**src/rtl/radio_pm_defines.svh**
```systemverilog
// Register map, field codes and reset values of the radio power-mode block
`ifndef RADIO_PM_DEFINES_SVH
`define RADIO_PM_DEFINES_SVH

`define RPM_ADDR_W 8
`define RPM_DATA_W 8
// Register offsets
`define RPM_OFS_POWER_MODE 8'h00
`define RPM_OFS_GAIN_COUNT 8'h01
`define RPM_OFS_AMPLITUDE 8'h02
`define RPM_OFS_FREQ_LO 8'h03
`define RPM_OFS_FREQ_HI 8'h04
`define RPM_OFS_REG_STATUS 8'h05
`define RPM_OFS_MODULATION 8'h06
`define RPM_OFS_OVERSAMPLE 8'h07
// Regulator status bit positions
`define RPM_BIT_ABOVE_1V3 0
`define RPM_BIT_ABOVE_2V3 1
`define RPM_BIT_STICKY_1V3 2
`define RPM_BIT_STICKY_2V3 3
// Field positions inside register data and the synchroniser bundle
`define RPM_MODE_MSB 3
`define RPM_MODSEL_MSB 1
`define RPM_SYNC_POS_2V3 0
`define RPM_SYNC_POS_1V3 1
`define RPM_SYNC_POS_FREQ 2
// Reset values, and the unity multiplier read back for non-FSK oversample
`define RPM_RST_OVERSAMPLE 8'h01
`define RPM_UNITY_MULT 8'h01
`define RPM_ZERO_BYTE 8'h00
// Modulator bitrate ceilings in kbit/s, for software reference
`define RPM_MAX_KBPS_ASK_PSK 600
`define RPM_MAX_KBPS_FSK_MSK 350
// Input widths
`define RPM_GAIN_W 8
`define RPM_AMPL_W 8
`define RPM_FREQ_W 16
`endif

```
**src/rtl/radio_pm_pkg.sv**
```systemverilog
// Types of the radio power-mode block
package radio_pm_pkg;
	typedef enum logic [3:0] {
		mode_off_low_leak = 4'b0000,
		mode_regulator_nominal = 4'b0100,
		mode_standby = 4'b0101,
		mode_synth_receive = 4'b1000,
		mode_receive_active = 4'b1001,
		mode_synth_transmit = 4'b1100,
		mode_transmit_active = 4'b1101
	} power_mode_e;

	typedef enum logic [1:0] {
		reg_low = 2'b00,
		reg_ramp = 2'b01,
		reg_ready = 2'b10
	} reg_state_e;

	typedef enum logic [1:0] {
		mod_ask = 2'b00,
		mod_fsk = 2'b01,
		mod_msk = 2'b10,
		mod_psk = 2'b11
	} modulation_e;

	typedef struct packed {
		power_mode_e mode;
		reg_state_e regst;
		modulation_e modsel;
		logic [7:0] oversample;
		logic sticky_1v3;
		logic sticky_2v3;
		logic [7:0] freq_hi_shadow;
		logic [7:0] gain_prev;
		logic [7:0] ampl_prev;
		logic [15:0] freq_prev;
		logic [7:0] gain_held;
		logic [7:0] ampl_held;
		logic [15:0] freq_held;
		logic [7:0] rdata;
		logic radio_regulator_status_nominal;
		logic xtal_en;
		logic synth_en;
		logic synth_tx_freq;
		logic rx_en;
		logic tx_en;
		logic pa_on;
		logic dev_positive;
		logic phase_flip;
	} ctl_s;
endpackage

```
**src/rtl/sync_bits.sv**
```systemverilog
// Two-stage synchroniser for a group of level inputs
module sync_bits #(
	parameter int W = 1
) (
	input wire logic mclk,
	input wire logic rst_b,
	input wire logic [W-1:0] async_in,
	output logic [W-1:0] sync_out
);
	logic [W-1:0] meta_reg;

	// Each bit gets its own pair of flops; first stage feeds only the second
	for (genvar i = 0; i < W; i++) begin : g_bit
		always_ff @(posedge mclk or negedge rst_b) begin
			if (!rst_b) begin
				meta_reg[i] <= 1'b0;
				sync_out[i] <= 1'b0;
			end else begin
				meta_reg[i] <= async_in[i];
				sync_out[i] <= meta_reg[i];
			end
		end
	end
endmodule // sync_bits

```
**src/rtl/bit_mapper.sv**
```systemverilog
// Binary modulator bit mapping onto amplifier, deviation and phase controls
module bit_mapper (
	input wire radio_pm_pkg::modulation_e modsel,
	input wire logic tx_bit,
	input wire logic tx_active,
	output logic pa_on,
	output logic dev_positive,
	output logic phase_flip
);
	// One bit per symbol: each scheme picks one of only two states
	always_comb begin
		pa_on = tx_active;
		dev_positive = 1'b0;
		phase_flip = 1'b0;
		case (modsel)
			radio_pm_pkg::mod_ask: begin
				pa_on = tx_active & tx_bit;
			end
			radio_pm_pkg::mod_fsk, radio_pm_pkg::mod_msk: begin
				dev_positive = tx_bit;
			end
			radio_pm_pkg::mod_psk: begin
				phase_flip = tx_bit;
			end
			default: begin
				pa_on = 1'b0;
			end
		endcase
	end
endmodule // bit_mapper

```
**src/rtl/radio_power_mode_control.sv**
```systemverilog
// Transceiver power-mode sequencer with signal strength and tracking readouts
//
// Implementation choices: the address map and the plain strobed port.
`include "radio_pm_defines.svh"

module radio_power_mode_control (
	input wire logic mclk,
	input wire logic rst_b,
	input wire logic [7:0] reg_addr,
	input wire logic [7:0] reg_wdata,
	input wire logic reg_wr,
	input wire logic reg_rd,
	output logic [7:0] reg_rdata,
	input wire logic [7:0] gain_control_count,
	input wire logic [7:0] tracked_amplitude,
	input wire logic [15:0] freq_track_value,
	input wire logic radio_regulator_status_above_1v3,
	input wire logic radio_regulator_status_above_2v3,
	input wire logic tx_bit,
	output logic radio_regulator_status_nominal,
	output logic xtal_en,
	output logic synth_en,
	output logic synth_tx_freq,
	output logic rx_en,
	output logic tx_en,
	output logic pa_on,
	output logic dev_positive,
	output logic phase_flip
);
	localparam int SYNC_W = `RPM_GAIN_W + `RPM_AMPL_W + `RPM_FREQ_W + 2;

	radio_pm_pkg::ctl_s state_reg;
	radio_pm_pkg::ctl_s state_next;

	logic [SYNC_W-1:0] sync_raw;
	logic [SYNC_W-1:0] sync_val;
	logic [7:0] gain_s;
	logic [7:0] ampl_s;
	logic [15:0] freq_s;
	logic above_1v3_s;
	logic above_2v3_s;
	logic map_pa_on;
	logic map_dev_pos;
	logic map_phase_flip;

	// Analog-side readouts arrive from outside the clock domain
	// Bundled into one vector so a single synchroniser instance serves all
	assign sync_raw = {gain_control_count, tracked_amplitude, freq_track_value,
		radio_regulator_status_above_1v3, radio_regulator_status_above_2v3};

	sync_bits #(
		.W(SYNC_W)
	) u_sync (
		.mclk(mclk),
		.rst_b(rst_b),
		.async_in(sync_raw),
		.sync_out(sync_val)
	);

	// Bits are synced one by one, so these words may be torn for a cycle;
	// the agreement check in the next-value process hides that from reads
	assign gain_s = sync_val[SYNC_W-1 -: `RPM_GAIN_W];
	assign ampl_s = sync_val[SYNC_W-1-`RPM_GAIN_W -: `RPM_AMPL_W];
	assign freq_s = sync_val[`RPM_SYNC_POS_FREQ +: `RPM_FREQ_W];
	assign above_1v3_s = sync_val[`RPM_SYNC_POS_1V3];
	assign above_2v3_s = sync_val[`RPM_SYNC_POS_2V3];

	// Bit mapping runs in every mode, only pa_on is gated by transmit; result is registered below
	bit_mapper u_map (
		.modsel(state_reg.modsel),
		.tx_bit(tx_bit),
		.tx_active(state_reg.tx_en),
		.pa_on(map_pa_on),
		.dev_positive(map_dev_pos),
		.phase_flip(map_phase_flip)
	);

	// Whole control state in one next-value process
	always_comb begin
		logic mode_ok;
		logic leave_tx_bad;
		logic need_reg;
		logic reg_good;
		logic [7:0] rd_val;
		radio_pm_pkg::power_mode_e req;
		mode_ok = 1'b0;
		leave_tx_bad = 1'b0;
		need_reg = 1'b0;
		reg_good = 1'b0;
		rd_val = `RPM_ZERO_BYTE;
		req = radio_pm_pkg::power_mode_e'(reg_wdata[`RPM_MODE_MSB:0]);
		state_next = state_reg;

		// Mode write: only this field steers power, nothing else does
		case (reg_wdata[`RPM_MODE_MSB:0])
			radio_pm_pkg::mode_off_low_leak, radio_pm_pkg::mode_regulator_nominal,
			radio_pm_pkg::mode_standby, radio_pm_pkg::mode_synth_receive,
			radio_pm_pkg::mode_receive_active, radio_pm_pkg::mode_synth_transmit,
			radio_pm_pkg::mode_transmit_active: begin
				mode_ok = 1'b1;
			end
			default: begin
				mode_ok = 1'b0;
			end
		endcase
		// Dropping out of full transmit to standby or below must pass through synth-transmit, synth-receive or receive-active
		// The refusal is silent; software sees it only by reading the mode back
		if (state_reg.mode == radio_pm_pkg::mode_transmit_active &&
			(req == radio_pm_pkg::mode_off_low_leak ||
			req == radio_pm_pkg::mode_regulator_nominal ||
			req == radio_pm_pkg::mode_standby)) begin
			leave_tx_bad = 1'b1;
		end
		if (reg_wr && reg_addr == `RPM_OFS_POWER_MODE && mode_ok && !leave_tx_bad) begin
			state_next.mode = req;
		end
		// Other writable registers remain live in every power mode
		if (reg_wr && reg_addr == `RPM_OFS_MODULATION) begin
			state_next.modsel = radio_pm_pkg::modulation_e'(reg_wdata[`RPM_MODSEL_MSB:0]);
		end
		if (reg_wr && reg_addr == `RPM_OFS_OVERSAMPLE) begin
			state_next.oversample = reg_wdata;
		end

		// Regulator sequencing: any mode above power-down needs it nominal
		// A regulator stuck below 2.3 V holds ramp, so no radio part is enabled
		need_reg = (state_next.mode != radio_pm_pkg::mode_off_low_leak);
		case (state_reg.regst)
			radio_pm_pkg::reg_low: begin
				if (need_reg) begin
					state_next.regst = radio_pm_pkg::reg_ramp;
				end
			end
			radio_pm_pkg::reg_ramp: begin
				if (!need_reg) begin
					state_next.regst = radio_pm_pkg::reg_low;
				end else if (above_2v3_s) begin
					state_next.regst = radio_pm_pkg::reg_ready;
				end
			end
			radio_pm_pkg::reg_ready: begin
				if (!need_reg) begin
					state_next.regst = radio_pm_pkg::reg_low;
				end
			end
			default: begin
				state_next.regst = radio_pm_pkg::reg_low;
			end
		endcase
		reg_good = (state_next.regst == radio_pm_pkg::reg_ready);

		// Block enables decoded from the mode; radio parts wait for the regulator
		state_next.radio_regulator_status_nominal = need_reg;
		state_next.xtal_en = 1'b0;
		state_next.synth_en = 1'b0;
		state_next.synth_tx_freq = 1'b0;
		state_next.rx_en = 1'b0;
		state_next.tx_en = 1'b0;
		case (state_next.mode)
			radio_pm_pkg::mode_standby: begin
				state_next.xtal_en = reg_good;
			end
			radio_pm_pkg::mode_synth_receive: begin
				state_next.xtal_en = reg_good;
				state_next.synth_en = reg_good;
			end
			radio_pm_pkg::mode_receive_active: begin
				state_next.xtal_en = reg_good;
				state_next.synth_en = reg_good;
				state_next.rx_en = reg_good;
			end
			radio_pm_pkg::mode_synth_transmit: begin
				state_next.xtal_en = reg_good;
				state_next.synth_en = reg_good;
				state_next.synth_tx_freq = 1'b1;
			end
			radio_pm_pkg::mode_transmit_active: begin
				state_next.xtal_en = reg_good;
				state_next.synth_en = reg_good;
				state_next.synth_tx_freq = 1'b1;
				state_next.tx_en = reg_good;
			end
			radio_pm_pkg::mode_off_low_leak: begin
				state_next.xtal_en = 1'b0;
			end
			radio_pm_pkg::mode_regulator_nominal: begin
				state_next.xtal_en = 1'b0;
			end
			default: begin
				state_next.xtal_en = 1'b0;
			end
		endcase

		// Modulator controls follow the mapper, registered for clean outputs
		state_next.pa_on = map_pa_on;
		state_next.dev_positive = map_dev_pos;
		state_next.phase_flip = map_phase_flip;

		// A readout word is taken only when two synced samples agree, so a word
		// caught mid-change never reaches a read; a word moving every cycle waits
		state_next.gain_prev = gain_s;
		if (gain_s == state_reg.gain_prev) begin
			state_next.gain_held = gain_s;
		end
		state_next.ampl_prev = ampl_s;
		if (ampl_s == state_reg.ampl_prev) begin
			state_next.ampl_held = ampl_s;
		end
		state_next.freq_prev = freq_s;
		if (freq_s == state_reg.freq_prev) begin
			state_next.freq_held = freq_s;
		end

		// Sticky low-voltage flags; a fresh event beats a clear in the same cycle
		if (reg_wr && reg_addr == `RPM_OFS_REG_STATUS) begin
			if (reg_wdata[`RPM_BIT_STICKY_1V3]) begin
				state_next.sticky_1v3 = 1'b0;
			end
			if (reg_wdata[`RPM_BIT_STICKY_2V3]) begin
				state_next.sticky_2v3 = 1'b0;
			end
		end
		if (!above_1v3_s) begin
			state_next.sticky_1v3 = 1'b1;
		end
		// Below 2.3 V is normal in power-down, so only a dip while ready counts
		if (!above_2v3_s && state_reg.regst == radio_pm_pkg::reg_ready) begin
			state_next.sticky_2v3 = 1'b1;
		end

		// Read mux; unmapped offsets return zero
		// Live flags come straight from the synchroniser, sticky ones from state
		case (reg_addr)
			`RPM_OFS_POWER_MODE: begin
				rd_val = {4'h0, state_reg.mode};
			end
			`RPM_OFS_GAIN_COUNT: begin
				rd_val = state_reg.gain_held;
			end
			`RPM_OFS_AMPLITUDE: begin
				rd_val = state_reg.ampl_held;
			end
			`RPM_OFS_FREQ_LO: begin
				rd_val = state_reg.freq_held[7:0];
			end
			`RPM_OFS_FREQ_HI: begin
				rd_val = state_reg.freq_hi_shadow;
			end
			`RPM_OFS_REG_STATUS: begin
				rd_val = `RPM_ZERO_BYTE;
				rd_val[`RPM_BIT_ABOVE_1V3] = above_1v3_s;
				rd_val[`RPM_BIT_ABOVE_2V3] = above_2v3_s;
				rd_val[`RPM_BIT_STICKY_1V3] = state_reg.sticky_1v3;
				rd_val[`RPM_BIT_STICKY_2V3] = state_reg.sticky_2v3;
			end
			`RPM_OFS_MODULATION: begin
				rd_val = {6'h00, state_reg.modsel};
			end
			`RPM_OFS_OVERSAMPLE: begin
				// Non-FSK offsets use a unity multiplier
				rd_val = (state_reg.modsel == radio_pm_pkg::mod_fsk) ?
					state_reg.oversample : `RPM_UNITY_MULT;
			end
			default: begin
				rd_val = `RPM_ZERO_BYTE;
			end
		endcase
		// Low-byte read freezes the high byte so the 16-bit pair is coherent
		if (reg_rd && reg_addr == `RPM_OFS_FREQ_LO) begin
			state_next.freq_hi_shadow = state_reg.freq_held[15:8];
		end
		state_next.rdata = reg_rd ? rd_val : `RPM_ZERO_BYTE;
	end

	// Single state register; reset lands in power-down with regulator low
	// Async reset loads constants only, never a value from logic
	always_ff @(posedge mclk or negedge rst_b) begin
		if (!rst_b) begin
			state_reg.mode <= radio_pm_pkg::mode_off_low_leak;
			state_reg.regst <= radio_pm_pkg::reg_low;
			state_reg.modsel <= radio_pm_pkg::mod_ask;
			state_reg.oversample <= `RPM_RST_OVERSAMPLE;
			state_reg.sticky_1v3 <= 1'b0;
			state_reg.sticky_2v3 <= 1'b0;
			state_reg.freq_hi_shadow <= `RPM_ZERO_BYTE;
			state_reg.gain_prev <= `RPM_ZERO_BYTE;
			state_reg.ampl_prev <= `RPM_ZERO_BYTE;
			state_reg.freq_prev <= {`RPM_ZERO_BYTE, `RPM_ZERO_BYTE};
			state_reg.gain_held <= `RPM_ZERO_BYTE;
			state_reg.ampl_held <= `RPM_ZERO_BYTE;
			state_reg.freq_held <= {`RPM_ZERO_BYTE, `RPM_ZERO_BYTE};
			state_reg.rdata <= `RPM_ZERO_BYTE;
			state_reg.radio_regulator_status_nominal <= 1'b0;
			state_reg.xtal_en <= 1'b0;
			state_reg.synth_en <= 1'b0;
			state_reg.synth_tx_freq <= 1'b0;
			state_reg.rx_en <= 1'b0;
			state_reg.tx_en <= 1'b0;
			state_reg.pa_on <= 1'b0;
			state_reg.dev_positive <= 1'b0;
			state_reg.phase_flip <= 1'b0;
		end else begin
			state_reg <= state_next;
		end
	end

	// Read data straight from its flop
	assign reg_rdata = state_reg.rdata;

	// Power enables straight from the state flops
	assign radio_regulator_status_nominal = state_reg.radio_regulator_status_nominal;
	assign xtal_en = state_reg.xtal_en;
	assign synth_en = state_reg.synth_en;
	assign synth_tx_freq = state_reg.synth_tx_freq;
	assign rx_en = state_reg.rx_en;
	assign tx_en = state_reg.tx_en;

	// Modulator controls, already registered after the mapper
	assign pa_on = state_reg.pa_on;
	assign dev_positive = state_reg.dev_positive;
	assign phase_flip = state_reg.phase_flip;
endmodule // radio_power_mode_control

```
**config.mk**
```make
export PLATFORM = sky130hd
export DESIGN_NAME = radio_power_mode_control
export DESIGN_NICKNAME = d
export VERILOG_FILES = /design/src/rtl/radio_pm_pkg.sv /design/src/rtl/sync_bits.sv /design/src/rtl/bit_mapper.sv /design/src/rtl/radio_power_mode_control.sv
export VERILOG_INCLUDE_DIRS = /design/src /design/src/rtl
export SDC_FILE = /design/constraint.sdc
export NUM_CORES = 1
export LEC_CHECK = 0
export ABC_CLOCK_PERIOD_IN_PS = 2450
export BUFFER_PORTS_ARGS = -buffer_cell sky130_fd_sc_hd__buf_2
export CORE_MARGIN = 2
export CORE_UTILIZATION = 30
export DETAILED_ROUTE_END_ITERATION = 6
export PLACE_DENSITY = 0.47
export SLEW_MARGIN = 10
export SYNTH_ARGS = -nofsm -noshare
export SYNTH_HDL_FRONTEND = slang
export SYNTH_SLANG_ARGS = --single-unit
```
**constraint.sdc**
```tcl
create_clock -name mclk -period 2.45 [get_ports mclk]
set_input_delay 0.3675 -clock mclk [delete_from_list [all_inputs] [get_ports mclk]]
set_output_delay 0.3675 -clock mclk [all_outputs]
set_load 0.02 [all_outputs]
```
Yosys cells after proc, flatten, opt, wreduce, memory -nomap -nowiden
Index checks and enable logic that the tools add are counted.
Storage, ports and cells
  memories: 0
  output and inout port bits: 17
  register bits after elaboration: 175
  bits of input ports: 55
  bits in read-only memories: 0
  latch bits: 0
  RAM bits: 0
Operators by class
  equality and inequality tests: 30
  divide/modulo/power cells: 0
  multiplexer cells: 24
  order comparisons: 0
  reductions and logical operators: 27
  shifts and indexed selects: 0
  add/sub/neg operators: 0
  multiply operators: 0
  bitwise gates (word level): 1
Operator list (number)
  $pmux W8 S8: 1
  $eq A4 B4 Y1 const B: 9
  $eq A8 B3 Y1 const B: 4
  $eq A16 B16 Y1: 1
  $eq A8 B2 Y1 const B: 2
  $eq A8 B8 Y1: 2
  $mux W8: 2
  $mux W1: 14
  $eq A4 B3 Y1 const B: 3
  $mux W2: 5
  $logic_and A1 B1 Y1: 9
  $eq A2 B2 Y1 const B: 4
  $eq A8 B1 Y1 const B: 1
  $logic_not A8 Y1: 1
  $reduce_or A7 Y1: 1
  $pmux W2 S3: 1
  $reduce_or A5 Y1: 1
  $eq A2 B1 Y1 const B: 2
  $logic_not A2 Y1: 2
  $logic_not A4 Y1: 1
  $mux W4: 1
  $ne A2 B2 Y1 const B: 2
  $reduce_and A2 Y1: 2
  $reduce_bool A2 Y1: 2
  other kinds (6): 9

Depth between registers and ports, before layout
Gate-level depths: netlist (run 1).
  depth after elaboration: 13
  mapped depth: 7

Hierarchy
From an unflattened synthesis (run 1), not the netlist that was laid out.
Unflattened totals
  cells, all modules: 396
  area, all modules: 6187.2 sq um
Modules (own cells, without submodules)
  radio_power_mode_control: cells an instance 320, area an instance 4426.7 sq um, times used 1
  sync_bits: cells an instance 68, area an instance 1701.6 sq um, times used 1
  bit_mapper: cells an instance 8, area an instance 58.8 sq um, times used 1

Worst setup path before layout (run 1)
Ideal clock, no wire load.
  kind: in2reg
  start point: in reg_addr[0]
  end point: reg rx_en (netlist name)
  path buffers: 1
  slack: 0.596 ns
  setup time: 0.095 ns
  data required time: 2.355 ns
  data arrival time: 1.759 ns
  stages: 6
  path through: buf_2 -> nor4_1 -> nand3_2 -> nor2_2 -> mux2_2 -> nor4b_2
RTL lines
  start: declaration: RTL line radio_power_mode_control.sv:9  | input wire logic [7:0] reg_addr,

Worst setup path in the final report (run 1)
  start point: reg u_sync.sync_out[16]
  end point: reg state_reg[31] (netlist bit)
On the way
  word-level cells in the longest chain between the ends: 1
Ends and longest elaborated chain
  start: declaration: RTL line sync_bits.sv:8  | output logic [W-1:0] sync_out
  start signal: indexed assignment: RTL line sync_bits.sv:20  | sync_out[i] <= meta_reg[i];
  $eq A16 B16 Y1: RTL line radio_power_mode_control.sv:210  | if (freq_s == state_reg.freq_prev) begin
  end signal: assignment: RTL line radio_power_mode_control.sv:303  | state_reg <= state_next;
  end: declaration: RTL line radio_power_mode_control.sv:32  | radio_pm_pkg::ctl_s state_reg;
Several ways; a longest one is shown, not always the timed one.
A chain may end at the register's enable or synchronous reset.

==> load_flow_metrics.sql, run 1 <==
INSERT INTO impl_metrics (metric_group, metric, value, unit) VALUES
('layout', 'fin_area', '7500', 'µm²'),
('grt', 'grt_max_degree', '55', ''),
('sta', 'post-route-period-util', '73.9', '%'),
('floorplan', 'die-height', '148', 'µm'),
('synthesis', 'synth_fp_nets', '456', ''),
('synthesis', 'edff_count_synth', '0', ''),
('setup_path', 'rr_worst_depth', '5', ''),
('layout', 'diodes', '0', ''),
('layout', 'filler_cells', '1947', ''),
('clocking', 'clk_root_buffer_cell', 'clkbuf_16', ''),
('min_path', 'min-delay-path-class', 'in -> reg', ''),
('min_path', 'hold-path-cell-count', '1', ''),
('layout', 'finish.utilization', '36.9', '%'),
('synthesis', 'postSynth.asyncResetShare', '100', '%'),
('sta', 'setup_repair_after_global_routing_missed_its_margin', 'false', ''),
('floorplan', 'initial_cell_density_of_the_core', '30.6', '%'),
('setup_path', 'worst_setup_path_endpoint', 'state_reg[31]$_DFFE_PN0N_', ''),
('layout', 'largest_reg_flops', '90', ''),
('setup_path', 'timing.critical_path.required', '2.76', 'ns'),
('power_and_ir_drop', 'report.power.total', '6.11', 'mW'),
('clocking', 'total_clock_buffers_created_by_cts', '17', ''),
('floorplan', 'row_count', '52', ''),
('grt', 'gr_util_all_layers', '11.5', '%'),
('floorplan', 'core_region_area', '20300', 'µm²'),
('layout', 'finish.net_count', '538', ''),
('sta', 'timing.clock.skew', '0.00732', 'ns'),
('setup_path', 'slack_of_the_worst_reg_to_reg_path', '0.64', 'ns'),
('sta', 'worst_pin_slew', '0.664', 'ns'),
('grt', 'grt_antenna_before_repair', '0', ''),
('place', 'place.port_buffers', '71', ''),
('grt', 'first_global_vias', '3532', ''),
('drt', 'drt-vias-per-instance', '4.30', ''),
('setup_path', 'critical_path_peak_fanout', '16', ''),
('sta', 'fin_crit', '1.81', 'ns'),
('place', 'detailed_place_hpwl', '8290', 'µm'),
('synthesis', 'syn_inst', '398', ''),
('sta', 'timing.final.hold_violations', '0', ''),
('setup_path', 'worstReg2RegStart', 'u_sync.sync_out[16]$_DFF_PN0_', ''),
('sta', 'relSlewSlack', '55.6', '%'),
('outcome', 'status', 'finished clean', ''),
('floorplan', 'die_area', '21900', 'µm²'),
('grt', 'grt_overflow_total', '0', ''),
('flow_run', 'cap_violations', '0', ''),
('drt', 'antenna_violating_nets_post_route', '0', ''),
('place', 'area_of_placed_instances', '6890', 'µm²'),
('synthesis', 'synthFlopType', 'dfrtp_1', ''),
('sta', 'maxSlewViolCount', '0', ''),
('sta', 'setup_violators_final', '0', ''),
('floorplan', 'top_level_i_o_count', '72', ''),
('synthesis', 'synth.cell_area', '6220', 'µm²'),
('clocking', 'insertion_delay', '0.42', 'ns'),
('sta', 'setup-tns-final', '0', 'ns'),
('clocking', 'clock_sinks', '175', ''),
('drt', 'drt_first_iter_violations', '202', ''),
('layout', 'final_layout_size_suffix_gt1_share', '35.7', '%'),
('synthesis', 'synth-warning-count', '0', ''),
('drt', 'detailroute.via_count', '3282', ''),
('layout', 'area_growth_syn_to_layout', '20.5', '%'),
('clocking', 'worst_path_clk_slew', '0.07', 'ns'),
('drt', 'routedWlPerCell', '15.0', 'µm'),
('synthesis', 'postSynthRegisterBits', '175', ''),
('clocking', 'post_cts_resize_count', '0', ''),
('drt', 'drc', '0', ''),
('floorplan', 'dieWidth', '148', 'µm'),
('setup_path', 'critical_path_class', 'reg -> reg', ''),
('drt', 'first_pass_iters', '5', ''),
('power_and_ir_drop', 'vdd_ir_drop_max', '469', 'µV'),
('setup_path', 'worst_setup_path_start_kind', 'register', ''),
('clocking', 'cts_max_path_buffers', '2', ''),
('setup_path', 'r2r-end', 'state_reg[31]$_DFFE_PN0N_', ''),
('grt', 'grt_pass1_wl', '19200', 'µm');
-- power breakdown --
| group | switching [mW] | internal (mW) |
|---|---|---|
| clock | 1.14 | 1.55 |
| sequential | 0.0868 | 3.03 |
| combinational | 0.161 | 0.147 |
| total | 1.38 | 4.72 |
-- worst min-delay path by stage --
stage,from,to,slack [ns]
6_report,radio_regulator_status_above_2v3,u_sync.meta_reg[0]$_DFF_PN0_,0.04
5_1_grt,radio_regulator_status_above_2v3,u_sync.meta_reg[0]$_DFF_PN0_,0.02
4_1_cts,radio_regulator_status_above_2v3,u_sync.meta_reg[0]$_DFF_PN0_,0.02
3_5_place_dp,u_sync.meta_reg[19]$_DFF_PN0_,u_sync.sync_out[19]$_DFF_PN0_,0.34
3_3_place_gp,u_sync.meta_reg[2]$_DFF_PN0_,u_sync.sync_out[2]$_DFF_PN0_,0.34
2_1_floorplan,rst_b,dev_positive$_DFF_PN0_,0.07
-- timing repair --
action,CTS,global route
buffers inserted,0,0
hold endpoints to repair,49,0
hold buffers,1,0
-- per-layer routing --
metal / track usage (%) / part of all wire, %
met1: 16.2 / 49
met2: 16.6 / 44
met3: 3.36 / 5.0
met4: 4.57 / 1.6
met5: 0 / 0
-- Yosys cell counts (all sizes together) (2+ instances only) --
| cell | instances | share of area (%) |
|---|---|---|
| mux2i | 5 | 0.80 |
| inv | 7 | 0.42 |
| nand2b | 6 | 0.60 |
| dfrtp | 174 | 70 |
| nor2b | 2 | 0.20 |
| ha | 3 | 0.60 |
| o21ai | 6 | 0.48 |
| xor2 | 16 | 2.3 |
| a31oi | 2 | 0.20 |
| nand2 | 10 | 0.60 |
| a21oi | 5 | 0.40 |
| xnor2 | 16 | 2.3 |
| nor2 | 15 | 0.95 |
| a221oi | 6 | 0.84 |
| a21boi | 2 | 0.24 |
| nor4b | 3 | 0.76 |
| nand3b | 4 | 0.48 |
| nor3 | 4 | 0.32 |
| and2 | 2 | 0.20 |
| a22oi | 7 | 0.93 |
| nand3 | 2 | 0.24 |
| nor3b | 2 | 0.32 |
| clkbuf | 4 | 0.24 |
| nand4 | 9 | 0.91 |
| mux2 | 56 | 10 |
| mux4 | 3 | 1.1 |
| buf | 13 | 1.4 |
| nor4 | 6 | 0.84 |
-- cell families (layout without fill, tap and decap cells) --
logic type | after synthesis | count (layout) | share of synthesized area, %
flops | 175 | 175 | 70.4
simple gates | 69 | 69 | 6.92
mux | 64 | 64 | 12.0
xor+xnor | 32 | 32 | 4.51
compound gates | 31 | 31 | 3.50
buf+inv | 24 | 119 | 2.03
fa+ha+maj | 3 | 3 | 0.603
-- per-stage QoR --
stage                     setup WS (ns)  instances
after floorplan                   0.596        398
after global placement            0.311        730
after detailed placement          0.269        730
after CTS                         0.629        763
after global routing              0.505        763
final                             0.639        763
-- critical path, cell delays in order (launching register included) --
cell	delay, ns
dfrtp_1	0.41
xor2_1	0.15
nor4_1	0.47
nand4_1	0.13
buf_4	0.24
mux2_2	0.29
-- final cells by class --
class / instances / area [µm²] / area share (%)
Sequential cell: 175 / 4380 / 58.4
Timing Repair Buffer: 80 / 444 / 5.92
Multi-Input combinational cell: 199 / 1710 / 22.9
Clock inverter: 13 / 151 / 2.02
Tap cell: 270 / 338 / 4.51
Inverter: 7 / 26.3 / 0.350
Clock buffer: 19 / 443 / 5.91
Power figures use the tool's default switching activity.
==> inputs of run 2 (changes only) <==
- ABC_AREA: unset -> 1
- ABC_CLOCK_PERIOD_IN_PS: 2450 -> 1800
- clock period: 2.45 -> 1.8 ns (I/O delays scaled with it)
==> load_flow_metrics.sql, run 2 <==
INSERT INTO impl_metrics (metric_group, metric, value, unit) VALUES
('layout', 'final_common_cell', 'dfrtp_1', ''),
('sta', 'setup_violators_final', '0', ''),
('sta', 'setup-tns-final', '0', 'ns'),
('flow_run', 'cap_violations', '0', ''),
('power_and_ir_drop', 'power.share.clock', '41.4', '%'),
('layout', 'multi_input_area', '1660', 'µm²'),
('clocking', 'clock_sinks', '175', ''),
('synthesis', 'post-synth-top-count-cell', 'dfrtp_1', ''),
('outcome', 'status', 'finished clean', ''),
('drt', 'finalWirelength', '11800', 'µm'),
('drt', 'detailroute.via_count', '3979', ''),
('sta', 'maxSlewViolCount', '0', ''),
('place', 'area_of_placed_instances', '7050', 'µm²'),
('layout', 'largest_reg_flops', '90', ''),
('synthesis', 'netlist_top_cells_area', 'dfrtp_1 (69%), nand2_1 (6.9%), xnor2_1 (3.1%), inv_1 (2.7%), nor2_1 (2.4%)', ''),
('synthesis', 'synthFlopType', 'dfrtp_1', ''),
('layout', 'fin_area', '7950', 'µm²'),
('setup_path', 'stage_delay_of_the_slowest_cell_on_the_critical_path', '0.41', 'ns'),
('synthesis', 'postSynthRegisterBits', '175', ''),
('sta', 'setup_repair_after_global_routing_missed_its_margin', 'false', ''),
('clocking', 'total_clock_buffers_created_by_cts', '17', ''),
('synthesis', 'synth_fp_nets', '596', ''),
('drt', 'drt_first_iter_violations', '205', ''),
('sta', 'max_freq', '649', 'MHz'),
('synthesis', 'synth.cell_area', '6290', 'µm²'),
('power_and_ir_drop', 'intPower', '6.18', 'mW'),
('synthesis', 'synth-seq-area-share', '69.6', '%'),
('setup_path', 'worstReg2RegStart', 'u_sync.sync_out[10]$_DFF_PN0_', ''),
('synthesis', 'syn_inst', '538', ''),
('place', 'setup_slack_placement', '0.0777', 'ns'),
('sta', 'timing.clock.skew', '0.00719', 'ns'),
('layout', 'finish.net_count', '722', ''),
('setup_path', 'r2r-end', 'state_reg[22]$_DFFE_PN0N_', ''),
('layout', 'layout.cells.most_common_list', 'dfrtp_1 (174), nand2_1 (115), buf_2 (70)', ''),
('clocking', 'clk_root_buffer_cell', 'clkbuf_16', ''),
('power_and_ir_drop', 'switching_share', '22.6', '%'),
('drt', 'routedWlPerCell', '12.4', 'µm'),
('power_and_ir_drop', 'static-leakage-power', '3.86', 'nW'),
('sta', 'worst_pin_slew', '0.605', 'ns'),
('setup_path', 'critical_path_class', 'reg -> reg', ''),
('grt', 'grt_max_degree', '81', ''),
('setup_path', 'arrival', '1.84', 'ns'),
('layout', 'final_layout_size_suffix_gt1_share', '21.4', '%'),
('setup_path', 'slack_of_the_worst_reg_to_reg_path', '0.26', 'ns'),
('setup_path', 'crit_path_frequent_cell', 'nand2_1', ''),
('min_path', 'min-delay-path-class', 'in -> reg', ''),
('setup_path', 'worst_setup_path_start_kind', 'register', ''),
('setup_path', 'crit_family', 'simple AND/OR/NAND/NOR gates', ''),
('floorplan', 'die-height', '149', 'µm'),
('synthesis', 'synth_top_area_share', '69.2', '%'),
('floorplan', 'initial_cell_density_of_the_core', '30.8', '%'),
('layout', 'filler_cells', '2021', ''),
('grt', 'gr_util_all_layers', '11.6', '%'),
('synthesis', 'postSynth.asyncResetShare', '100', '%'),
('drt', 'antenna_violating_nets_post_route', '0', ''),
('sta', 'relSlewSlack', '59.6', '%'),
('clocking', 'clock_tree.htree_level_count', '4', ''),
('layout', 'diodes', '0', ''),
('clocking', 'insertion_delay', '0.42', 'ns'),
('power_and_ir_drop', 'vdd_ir_drop_max', '560', 'µV'),
('synthesis', 'synth.avg_cell_area', '11.7', 'µm²'),
('power_and_ir_drop', 'report.power.total', '7.99', 'mW'),
('synthesis', 'edff_count_synth', '0', ''),
('layout', 'ff_latch_area', '4380', 'µm²'),
('power_and_ir_drop', 'power.combinational.fraction', '5.5', '%'),
('clocking', 'post_cts_buffers', '0', ''),
('floorplan', 'top_level_i_o_count', '72', ''),
('setup_path', 'critical_path_peak_fanout', '16', ''),
('floorplan', 'row_count', '52', ''),
('sta', 'fin_crit', '1.54', 'ns'),
('floorplan', 'dieWidth', '149', 'µm'),
('layout', 'layoutNonFillerInstCount', '946', ''),
('setup_path', 'rr_worst_depth', '6', ''),
('sta', 'finalHoldWorstSlack', '0.0750', 'ns'),
('drt', 'first_pass_iters', '4', ''),
('sta', 'timing.final.hold_violations', '0', ''),
('synthesis', 'synth.lib_cells_used.distinct', '29', ''),
('place', 'place.port_buffers', '71', ''),
('setup_path', 'timing.critical_path.required', '2.10', 'ns'),
('setup_path', 'slowest_stage', 'dfrtp_1', ''),
('grt', 'grt_antenna_before_repair', '0', ''),
('grt', 'first_global_vias', '4041', ''),
('floorplan', 'die_area', '22100', 'µm²'),
('synthesis', 'yosys-top-cells-count', 'dfrtp_1 (174), nand2_1 (116), inv_1 (45)', ''),
('clocking', 'worst_path_clk_slew', '0.06', 'ns'),
('place', 'detailed_place_hpwl', '8600', 'µm'),
('layout', 'finish.utilization', '38.9', '%'),
('synthesis', 'synth-warning-count', '0', ''),
('power_and_ir_drop', 'reported_net_switching_power', '1.81', 'mW'),
('min_path', 'worst_hold_path.endpoint', 'dev_positive$_DFF_PN0_', ''),
('min_path', 'hold-path-cell-count', '3', ''),
('clocking', 'cts_tree', 'built', ''),
('drt', 'drc', '0', ''),
('clocking', 'cts_max_path_buffers', '2', ''),
('setup_path', 'worst_setup_path_end_kind', 'register', ''),
('place', 'post-place-cells', '880', ''),
('setup_path', 'critical_path_buf_inv_count', '0', ''),
('floorplan', 'core_region_area', '20400', 'µm²'),
('layout', 'area_growth_syn_to_layout', '26.3', '%'),
('synthesis', 'synth_top_cell_by_area', 'dfrtp_1', ''),
('sta', 'post-route-period-util', '85.6', '%'),
('power_and_ir_drop', 'power_frac_seq', '53.1', '%'),
('place', 'gp_congestion', '0.859', ''),
('setup_path', 'cp_cell_sequence', 'xnor2_1 -> o2111ai_1 -> nor2_1 -> nand2_1 -> nand2_1 -> nand2_1', ''),
('grt', 'grt_overflow_total', '0', ''),
('power_and_ir_drop', 'power_per_cell_area', '1010', 'nW/µm²'),
('drt', 'drt-vias-per-instance', '4.21', ''),
('grt', 'grt_pass1_wl', '19800', 'µm'),
('min_path', 'holdCritStartpoint', 'tx_bit', ''),
('sta', 'post-route-worst-setup-slack', '0.260', 'ns');
==> run 2: cell count changes after synthesis, moves of 5 or more <==
cell and delta:
a21oi_1 +17, a221oi_1 -6, a22oi_1 -6, inv_1 +38, mux2_2 -42, mux2i_1 -5
nand2_1 +106, nand2b_1 -6, nand3_1 +22, nor2_1 +27, o21ai_0 +18, xnor2_1 +6
xor2_1 -8
==> run 2: what timing repair did <==
item,in CTS,in global routing
hold buffers,35,0
endpoints found under the setup margin,0,5
hold endpoints to repair,208,0
resized for setup,0,3
==> run 2: worst max path at each step <==
stage / from / end / slack, ns / cells after the start
finish: u_sync.sync_out[10]$_DFF_PN0_ / state_reg[22]$_DFFE_PN0N_ / 0.26 / 6
global route: u_sync.sync_out[6]$_DFF_PN0_ / state_reg[28]$_DFFE_PN0N_ / 0.01 / 6
CTS: u_sync.sync_out[10]$_DFF_PN0_ / state_reg[22]$_DFFE_PN0N_ / 0.21 / 6
detailed placement: reg_addr[3] / xtal_en$_DFF_PN0_ / 0.08 / 11
global placement: reg_addr[7] / reg_rdata[1]$_DFF_PN0_ / 0.09 / 9
floorplan: u_sync.sync_out[6]$_DFF_PN0_ / state_reg[17]$_DFFE_PN0N_ / 0.23 / 7
==> run 2: layout make-up <==
cell class	count	share of cell area (%)
well taps	270	4.25
clock buffers	20	5.75
multi-input cells	303	20.9
inverters	45	2.13
repair buffers	122	10.8
flip-flops and latches	175	55.1
clock inverters	11	1.05
==> run 2: per-layer routing <==
metal / up-vias / part of all wire, % / GRT usage (%)
met5: - / 0 / 0
met4: 0 / 1.6 / 4.52
met3: 14 / 5.1 / 3.82
met2: 90 / 46 / 17.6
met1: 1909 / 47 / 15.3
li1: 1966 / - / -
==> run 2: power groups by stage <==
stage          Combinational [mW]  Clock [mW]  Sequential [mW]
6_report                    0.439        3.30             4.24
5_1_grt                     0.509        3.61             4.27
2_1_floorplan               0.180           0             4.29
4_1_cts                     0.454        3.44             4.25
3_3_place_gp                0.386           0             4.31
3_5_place_dp                0.394           0             4.32
==> run 2: cell families after synthesis <==
| logic type | share of synthesized area, % |
|---|---|
| compound gates | 4.18 |
| xor+xnor | 4.18 |
| fa+ha+maj | 0.597 |
| buf+inv | 4.08 |
| flops | 69.6 |
| mux | 2.33 |
| simple gates | 15.0 |
==> run 2: worst reg2reg max path, cell delays in order, from the launching register on <==
cell	delay [ns]
dfrtp_1	0.41
xnor2_1	0.15
o2111ai_1	0.14
nor2_1	0.16
nand2_1	0.34
nand2_1	0.17
nand2_1	0.06
